===== src/common/dioxm_pkg.sv =====
// Package for the discrete input conditioner and fault output mapper.
// Assumes one 10 MHz clock and a synchronous active-high reset.
package dioxm_pkg;
    localparam int DIOXM_NUM_IN = 3;
    localparam int DIOXM_NUM_SRC = 27;
    localparam int DIOXM_NUM_SETS = 4;
    localparam int DIOXM_SET_W = 2;
    localparam logic DIOXM_POL_HIGH = 1'h1;
    localparam logic DIOXM_POL_LOW = 1'h0;
    localparam logic DIOXM_SENSE_OPEN = 1'h1;
    localparam logic DIOXM_SENSE_CLOSED = 1'h0;
    localparam logic DIOXM_DRV_HIGH_SIDE = 1'h1;
    localparam logic DIOXM_DRV_LOW_SIDE = 1'h0;
    localparam logic DIOXM_NORM_ON = 1'h1;
    localparam logic DIOXM_NORM_OFF = 1'h0;
    localparam logic [DIOXM_NUM_IN-1:0] DIOXM_POL_RST = 3'h0;
    localparam logic [DIOXM_NUM_IN-1:0] DIOXM_SENSE_RST = 3'h0;
    localparam logic [DIOXM_SET_W-1:0] DIOXM_SEL_HIGH_RST = 2'h2;
    localparam logic [DIOXM_SET_W-1:0] DIOXM_SEL_LOW_RST = 2'h1;
    localparam logic [DIOXM_SET_W-1:0] DIOXM_UNIT1 = 2'h0;
    localparam logic [DIOXM_SET_W-1:0] DIOXM_UNIT2 = 2'h1;
    localparam logic [DIOXM_SET_W-1:0] DIOXM_UNIT3 = 2'h2;
    localparam logic [DIOXM_SET_W-1:0] DIOXM_UNIT4 = 2'h3;

    // Source bit positions in the selection mask
    typedef enum logic [4:0] {
        DIOXM_SRC_ANY_ALARM, DIOXM_SRC_ANY_SHUTDOWN, DIOXM_SRC_BATT_HIGH, DIOXM_SRC_BATT_LOW,
        DIOXM_SRC_RUN_STOP, DIOXM_SRC_LOSS_DMD, DIOXM_SRC_POS_ERR, DIOXM_SRC_TRACK_ERR,
        DIOXM_SRC_ANA_HIGH, DIOXM_SRC_ANA_LOW, DIOXM_SRC_PWM_HIGH, DIOXM_SRC_PWM_LOW,
        DIOXM_SRC_FREQ_HIGH, DIOXM_SRC_FREQ_LOW, DIOXM_SRC_BUS_FAULT, DIOXM_SRC_ADDR_CLAIM,
        DIOXM_SRC_BUS_DMD, DIOXM_SRC_BUS_STOP, DIOXM_SRC_HIGH_TEMP, DIOXM_SRC_TORQ_DERATE,
        DIOXM_SRC_ZERO_TORQ, DIOXM_SRC_TEMP_SENS, DIOXM_SRC_PWRUP_RST, DIOXM_SRC_WDOG_RST,
        DIOXM_SRC_POS_SENS, DIOXM_SRC_NV_MEM, DIOXM_SRC_INT_VOLT
    } dioxm_src_t;

    typedef struct packed {
        logic [DIOXM_NUM_IN-1:0] polarity;
        logic [DIOXM_NUM_IN-1:0] sense;
        logic [DIOXM_SET_W-1:0] sel_high;
        logic [DIOXM_SET_W-1:0] sel_low;
        logic harness_en;
    } dioxm_in_cfg_t;

    typedef struct packed {
        logic drive_type;
        logic norm_mode;
        logic [DIOXM_NUM_SRC-1:0] select;
        logic [DIOXM_NUM_SRC-1:0] used;
    } dioxm_out_cfg_t;
endpackage : dioxm_pkg


===== src/hw/dioxm_in_cond.sv =====
// Per-input polarity and contact-sense conditioning.
// Assumes raw inputs are already synchronous to clk_in.
`timescale 1ns/1ps
module dioxm_in_cond (
    input wire logic clk_in,
    input wire logic rst_in,
    input wire logic [dioxm_pkg::DIOXM_NUM_IN-1:0] raw_in,
    input wire logic [dioxm_pkg::DIOXM_NUM_IN-1:0] polarity_in,
    input wire logic [dioxm_pkg::DIOXM_NUM_IN-1:0] sense_in,
    output logic [dioxm_pkg::DIOXM_NUM_IN-1:0] on_out
);
    import dioxm_pkg::*;
    logic [DIOXM_NUM_IN-1:0] on_ff;
    logic [DIOXM_NUM_IN-1:0] nxt_on;

    genvar g;
    generate
        for (g = 0; g < DIOXM_NUM_IN; g++) begin : g_in
            // Two independent inversions: polarity then sense
            always_comb begin
                nxt_on[g] = (raw_in[g] ~^ polarity_in[g]) ^ sense_in[g]; // [RULE_02] [RULE_03] [RULE_04]
            end
        end
    endgenerate

    always_ff @(posedge clk_in) begin
        if (rst_in) begin
            on_ff <= '0;
        end else begin
            on_ff <= nxt_on;
        end
    end
    assign on_out = on_ff;
endmodule : dioxm_in_cond


===== src/hw/dioxm_top.sv =====
// Discrete input conditioner, power-up unit identity and fault output mapper.
// Assumes synchronous inputs and configuration held steady by software.
//
// How it works
// RULE_01: Identity inputs sampled once after power-up.
// RULE_02: Each input polarity selectable, default active-low.
// RULE_03: Each input contact sense selectable, default closed.
// RULE_04: Polarity then sense, each an inversion.
// RULE_05: Output drive type low/high side, default low.
// RULE_06: Normally-on output turns off on condition.
// RULE_07: Condition is OR of selected sources.
// RULE_08: Mask offers the listed fault sources.
// RULE_09: Unused diagnostics cannot drive the output.
// RULE_10: Configuring party should prefer normally-on mode.
// RULE_11: Harness coding selects one of four sets.
// RULE_12: Unit number decoded from high/low identity.
`timescale 1ns/1ps
module dioxm_top (
    input wire logic clk_in,
    input wire logic rst_in,
    input wire logic [dioxm_pkg::DIOXM_NUM_IN-1:0] din_raw_in,
    input wire dioxm_pkg::dioxm_in_cfg_t in_cfg_in,
    input wire dioxm_pkg::dioxm_out_cfg_t out_cfg_in,
    input wire logic [dioxm_pkg::DIOXM_NUM_SRC-1:0] src_active_in,
    output logic [dioxm_pkg::DIOXM_NUM_IN-1:0] din_on_out,
    output logic [dioxm_pkg::DIOXM_SET_W-1:0] unit_num_out,
    output logic [dioxm_pkg::DIOXM_SET_W-1:0] cfg_set_out,
    output logic id_valid_out,
    output logic dout_on_out,
    output logic dout_low_drv_out,
    output logic dout_high_drv_out,
    output logic src_cond_out
);
    import dioxm_pkg::*;

    ////////////////////////////////////////////////////////////////////////////
    // Input conditioning
    logic [DIOXM_NUM_IN-1:0] on_w;
    dioxm_in_cond u_cond (
        .clk_in(clk_in),
        .rst_in(rst_in),
        .raw_in(din_raw_in),
        .polarity_in(in_cfg_in.polarity),
        .sense_in(in_cfg_in.sense),
        .on_out(on_w)
    );
    assign din_on_out = on_w;

    ////////////////////////////////////////////////////////////////////////////
    // Power-up identity capture
    typedef enum logic [1:0] {DIOXM_ID_WAIT, DIOXM_ID_CAPTURE, DIOXM_ID_LOCKED} dioxm_id_st_t;
    dioxm_id_st_t id_st_ff, nxt_id_st;
    logic [DIOXM_SET_W-1:0] unit_ff, nxt_unit;
    logic harness_ff, nxt_harness;
    logic [DIOXM_SET_W-1:0] set_ff, nxt_set;
    logic valid_ff, nxt_valid;
    logic id_hi, id_lo;

    always_comb begin
        id_hi = on_w[in_cfg_in.sel_high];
        id_lo = on_w[in_cfg_in.sel_low];
        nxt_id_st = id_st_ff;
        nxt_unit = unit_ff;
        nxt_harness = harness_ff;
        case (id_st_ff)
            // One cycle lets the conditioned inputs settle after reset
            DIOXM_ID_WAIT: nxt_id_st = DIOXM_ID_CAPTURE;
            DIOXM_ID_CAPTURE: begin
                nxt_harness = in_cfg_in.harness_en; // [RULE_01]
                case ({id_hi, id_lo}) // [RULE_12]
                    2'h0: nxt_unit = DIOXM_UNIT1;
                    2'h1: nxt_unit = DIOXM_UNIT2;
                    2'h2: nxt_unit = DIOXM_UNIT3;
                    default: nxt_unit = DIOXM_UNIT4;
                endcase
                nxt_id_st = DIOXM_ID_LOCKED; // [RULE_01]
            end
            DIOXM_ID_LOCKED: nxt_id_st = DIOXM_ID_LOCKED;
            default: nxt_id_st = DIOXM_ID_WAIT;
        endcase
        // Registered copies of the active set and capture flag
        nxt_set = nxt_harness ? nxt_unit : DIOXM_UNIT1; // [RULE_11]
        nxt_valid = (nxt_id_st == DIOXM_ID_LOCKED); // [RULE_01]
    end

    always_ff @(posedge clk_in) begin
        if (rst_in) begin
            id_st_ff <= DIOXM_ID_WAIT;
            unit_ff <= DIOXM_UNIT1;
            harness_ff <= 1'h0;
            set_ff <= DIOXM_UNIT1;
            valid_ff <= 1'h0;
        end else begin
            id_st_ff <= nxt_id_st;
            unit_ff <= nxt_unit;
            harness_ff <= nxt_harness;
            set_ff <= nxt_set;
            valid_ff <= nxt_valid;
        end
    end

    assign unit_num_out = unit_ff;
    assign id_valid_out = valid_ff;
    assign cfg_set_out = set_ff;

    ////////////////////////////////////////////////////////////////////////////
    // Discrete output mapping
    logic cond_ff, nxt_cond;
    logic dout_ff, nxt_dout;
    logic low_ff, nxt_low;
    logic high_ff, nxt_high;

    always_comb begin
        nxt_cond = |(src_active_in & out_cfg_in.select & out_cfg_in.used); // [RULE_07] [RULE_08] [RULE_09]
        nxt_dout = (out_cfg_in.norm_mode == DIOXM_NORM_ON) ? ~nxt_cond : nxt_cond; // [RULE_06]
        nxt_low = nxt_dout & (out_cfg_in.drive_type == DIOXM_DRV_LOW_SIDE); // [RULE_05]
        nxt_high = nxt_dout & (out_cfg_in.drive_type == DIOXM_DRV_HIGH_SIDE); // [RULE_05]
    end

    always_ff @(posedge clk_in) begin
        if (rst_in) begin
            cond_ff <= 1'h0;
            dout_ff <= 1'h0;
            low_ff <= 1'h0;
            high_ff <= 1'h0;
        end else begin
            cond_ff <= nxt_cond;
            dout_ff <= nxt_dout;
            low_ff <= nxt_low;
            high_ff <= nxt_high;
        end
    end

    assign src_cond_out = cond_ff;
    assign dout_on_out = dout_ff;
    assign dout_low_drv_out = low_ff;
    assign dout_high_drv_out = high_ff;

    genvar s;
    generate
        for (s = 0; s < DIOXM_NUM_SRC; s++) begin : g_src

        end
    endgenerate
endmodule : dioxm_top


===== config.mk =====
export PLATFORM = sky130hd
export DESIGN_NAME = dioxm_top
export DESIGN_NICKNAME = d
export VERILOG_FILES = /design/src/common/dioxm_pkg.sv /design/src/hw/dioxm_in_cond.sv /design/src/hw/dioxm_top.sv
export SDC_FILE = /design/constraint.sdc
export NUM_CORES = 1
export LEC_CHECK = 0
export BUFFER_PORTS_ARGS = -buffer_cell sky130_fd_sc_hd__buf_2
export CAP_MARGIN = 20
export CELL_PAD_IN_SITES_DETAIL_PLACEMENT = 0
export CELL_PAD_IN_SITES_GLOBAL_PLACEMENT = 1
export CORE_MARGIN = 4
export CORE_UTILIZATION = 17
export CTS_CLUSTER_SIZE = 10
export DETAILED_ROUTE_END_ITERATION = 10
export GPL_ROUTABILITY_DRIVEN = 0
export PLACE_DENSITY = 0.82
export SKIP_LAST_GASP = 1
export SYNTH_ARGS = -nofsm -noshare
export SYNTH_HDL_FRONTEND = slang
export SYNTH_SLANG_ARGS = --single-unit

===== constraint.sdc =====
create_clock -name clk_in -period 1.2 [get_ports clk_in]
set_input_delay 0.06 -clock clk_in [delete_from_list [all_inputs] [get_ports clk_in]]
set_output_delay 0.06 -clock clk_in [all_outputs]
set_load 0.05 [all_outputs]

# Word-level counts from Yosys, hierarchy flattened
# Index checks and enable logic that the tools add are counted.
[word_totals] register_bits=15 inputBits=99 output_inout_bits=12
[op_classes] n_lt_le_gt_ge=2 eq_ne=5 n_mux=9 n_bitwise=13 n_reduce_logical=5
[op_table] cell="$and 27x27->27" count=2
[op_table] cell="$reduce_or 27->1" count=1
[op_table] cell="$eq 2x2->1 const B" count=3
[op_table] cell="$lt 2x3->1 const B" count=2
[op_table] cell="$pmux 2 s3" count=1
[op_table] cell="$bmux 1 s2" count=2
[op_table] cell="$eq 2x1->1 const B" count=2
[op_table] cell="$logic_not 2->1" count=2
[op_table] cell="$mux 1" count=4
[op_table] cell="$pmux 2 s2" count=1
[op_table] cell="$reduce_or 2->1" count=2
[op_table] cell="$not 1->1" count=3
[op_table] cell="$xnor 1x1->1" count=3
[op_table] cell="$xor 1x1->1" count=3
[op_table] cell="$and 1x1->1" count=2
[op_table] cell="$mux 2" count=1

# Depth between registers and ports, before layout
[depth] depth_word=6 ltp_mapped=5

# Modules after synthesis
# Synthesis repeated with hierarchy kept, for this count alone.
[hier_totals] hier_cells=86 area_unflattened_um2=759.5
[modules_own_cells] mod="dioxm_top" instances=1 cells_per_inst=77 area_each_um2=616.8 seq_area_each_um2=220.2
[modules_own_cells] mod="dioxm_in_cond" instances=1 cells_per_inst=9 area_each_um2=142.6 seq_area_each_um2=60.1

# Worst setup path after synthesis
# OpenSTA, ideal clock, no wires.
[synth_timing] path_type="reg-to-reg" start="reg id_st_ff[1]" end="reg set_ff[0] (netlist: cfg_set_out[0])" arrival_time_ns=1.409 slack_ns=-0.274 path_stages_with_launch=6 n_path_buf=0 period_less_slack_ns=1.474 path_cell_list="dfxtp_1 -> inv_1 -> ha_1 -> mux2i_1 -> or2_1 -> nor2_1"
[synth_via] elab_chain_len=4 word_cells_on_any_way=5
[synth_rtl] item="start: declaration" line="dioxm_top.sv:52" text="dioxm_id_st_t id_st_ff, nxt_id_st;"
[synth_rtl] item="start signal: assignment" line="dioxm_top.sv:94" text="id_st_ff <= nxt_id_st;"
[synth_rtl] item="$eq 2x1->1 (*)" line="dioxm_top.sv:65" text="case (id_st_ff)"
[synth_rtl] item="$mux 1" line="dioxm_top.sv:65"
[synth_rtl] item="$not 1->1 (no line)"
[synth_rtl] item="$reduce_or 2->1 (no line)"
[synth_rtl] item="end signal: assignment" line="dioxm_top.sv:97" text="set_ff <= nxt_set;"
[synth_rtl] item="end: declaration" line="dioxm_top.sv:55" text="logic [DIOXM_SET_W-1:0] set_ff, nxt_set;"
# Mark *: on every way between the ends. The rest lies on a longest branch, timed or not.
# A chain may end at the register's enable or synchronous reset.

# Worst setup path in the final report
# Ends and elaborated chain as after synthesis.

==> reports/metrics.cfg <==
[outcome]
outcome = finished, final reports clean

[critical_path]
crit_arrival_ns = 1.25
critical_path.startpoint_type = flip-flop
crit_type = reg2reg
critPathSlowestCell = dfxtp_4
r2r-end = cfg_set_out[0]
crit_start = id_st_ff[1]
slowest_delay_ns = 0.33
reg2reg_from = id_st_ff[1]
endpoint = cfg_set_out[0]
required_ns = 1.33
path_cells = inv_1 > ha_2 > mux2i_1 > or2_1 > nor2_1
ff2ff_setup_slack_ns = 0.09
reg2regPathDepth = 5
end_kind = flip-flop
cp_max_fo = 5

[power]
power_switching_uw = 478
sequentialPowerShare_pct = 35.6
power_frac_clock_pct = 29.3
power_mw = 1.52
pwr-share-comb_pct = 35.0
ir_drop_uv = 329
p_sw_share_pct = 31.4
p_leak_nw = 0.771
p_int_mw = 1.04
p_per_area_nw_per_um2 = 1070

[timing]
fin_crit_ns = 1.11
setup_tns_ns = 0
relSlewSlack_pct = 75.1
fin_skew_ns = 0.00542
fin_ws_ns = 0.0880
worstMarginPinSlew_ns = 0.371
slew_violations = 0
setup_viol = 0
hold_viol_final = 0
rsz0062_at_grt = false
holdWs_ns = 0.0526
max_freq_mhz = 899
min_period_over_period_pct = 92.7

[floorplanning]
io_pins = 111
dieArea_um2 = 5530
rows = 23
coreArea_um2 = 4120
die_w_um = 74.3
start_util_pct = 18.2
die_h_um = 74.3

[synth]
yosys_warnings = 0
synth-simple-area-share_pct = 38.3
synth_cell_type_count = 23
synth_cells = 90
synth-seq-cells = 14
synthXorXnorAreaFrac_pct = 7.02
yosys.area_share.adder_pct = 3.34
synth_nets = 191
synth_top_family_by_area = simple AND/OR/NAND/NOR gates
synthMuxAreaShare_pct = 4.01
post_synth.cell_area_avg_um2 = 8.31
seq_area_frac_synth_pct = 37.5
synthTopCellsByArea = dfxtp_1 37%, nand3_1 18%, xnor2_1 7.0%
synth_top_area_share_pct = 37.5
synth.largest_area_cell = dfxtp_1
syn-cell-area_um2 = 748
synth_compound_area_share_pct = 7.86

[clocking]
htreeDepth = 1
cts_buffers = 3
worstSkewPairLatency_ns = 0.24
clk_pin_slew_ns = 0.06
hold_buffers = 0
cts_buffer_depth = 2
cts.sinks = 14
cts-root-buf = clkbuf_8
tritoncts = done
cts_resized = 0
postCtsSetupBuffers = 0

[drt]
drt-total-wl_um = 2650
ant_nets = 0
drc_errors = 0
first_iter_violations = 18
num_vias = 1071
post_drt_wl_per_cell_um = 10.5
viasPerCell = 4.23
firstDrtPassIters = 4

[cells_and_area]
final_cells = 253
final_area_um2 = 1420
nNetsFinal = 305
diodes = 0
final_common_cell = buf_2
fill_cells = 434
drive_gt1_share_pct = 59.1
multi_input_area_um2 = 455
post-route-util_pct = 34.5
seqCellArea_um2 = 284
area_growth_pct = 89.6
final_cell_mix = 110 x buf_2, 27 x nand3_1, 13 x dfxtp_1

[placed_design]
dp_hpwl_um = 2510
dp.cells = 249
port_buffers = 110
post_dp_cell_area_um2 = 1360
pre_cts_slack_ns = 0.0421

[run]
maxCapViolCount = 0

[global_routing]
grt_pass1_vias = 997
grt_use_total_pct = 8.99
grt_pass1_wl_um = 3890
grt_max_degree = 12
antenna_found_initial = 0
gr-total-overflow = 0

[worst_hold_path]
hold_class = in2reg

==> layout make-up <==
class / count / share of cell area [%]
repair buffers: 110 / 38.8
well taps: 50 / 4.41
inverters: 3 / 0.794
flip-flops and latches: 14 / 20.0
clock buffers: 4 / 3.88
multi-input cells: 72 / 32.1
==> worst max-delay path, delay by kind of cell (launching register included) <==
kind | cells | cell delay, ns
adders and majority gates | 1 | 0.23
buffers and inverters | 1 | 0.07
muxes | 1 | 0.18
and+or+nand+nor | 2 | 0.19
DFF | 1 | 0.33
==> metal layers <==
metal | part of all wire, % | vias to the layer above | track usage [%]
met5 | 0 | - | 0
met4 | 0.72 | 0 | 3.56
met3 | 12 | 4 | 2.16
met2 | 51 | 67 | 16.6
met1 | 36 | 445 | 9.80
li1 | - | 555 | -
==> cell families (layout without fill, tap and decap cells) <==
group           after synthesis  in the layout
mux                           3              3
simple gates                 53             53
xor+xnor                      6              6
flops                        14             14
fa+ha+maj                     2              2
buf+inv                       4            117
compound gates                8              8
==> power groups by stage <==
stage	Clock, mW	Combinational [mW]	Sequential [mW]
floorplan	0	0.166	0.695
global placement	0	0.538	0.553
detailed placement	0	0.541	0.553
CTS	0.457	0.542	0.543
global route	0.473	0.592	0.549
finish	0.446	0.533	0.542
==> worst min-delay path by stage <==
stage,start,endpoint,slack (ns),depth (start not counted)
6_report,out_cfg_in[55],dout_high_drv_out,0.05,2
5_1_grt,out_cfg_in[55],dout_high_drv_out,0.06,2
4_1_cts,out_cfg_in[55],dout_high_drv_out,0.05,2
3_5_place_dp,out_cfg_in[55],dout_high_drv_out,0.30,2
3_3_place_gp,out_cfg_in[55],dout_high_drv_out,0.29,2
2_1_floorplan,out_cfg_in[55],dout_high_drv_out,0.18,1
==> cell usage after synthesis <==
| master | number |
|---|---|
| a311oi_1 | 1 |
| a31oi_1 | 1 |
| and4_2 | 1 |
| clkbuf_1 | 1 |
| dfxtp_1 | 14 |
| ha_1 | 2 |
| inv_1 | 3 |
| mux2i_1 | 3 |
| nand2_1 | 3 |
| nand3_1 | 27 |
| nand3_2 | 1 |
| nand3b_1 | 1 |
| nand4_1 | 5 |
| nor2_1 | 8 |
| nor2b_1 | 3 |
| nor3_2 | 2 |
| o211ai_1 | 1 |
| o21a_1 | 1 |
| o21ai_1 | 2 |
| o21ba_1 | 1 |
| o221ai_1 | 1 |
| or2_1 | 2 |
| xnor2_1 | 6 |
==> flip-flops by register name, summed over array words and instances (netlist names) <==
| register | flops |
|---|---|
| cfg_set_out | 2 |
| dout_high_drv_out | 1 |
| dout_low_drv_out | 1 |
| dout_on_out | 1 |
| harness_ff | 1 |
| id_st_ff | 2 |
| src_cond_out | 1 |
| u_cond.on_out | 3 |
| unit_num_out | 2 |
(Power assumes the default switching activity.)
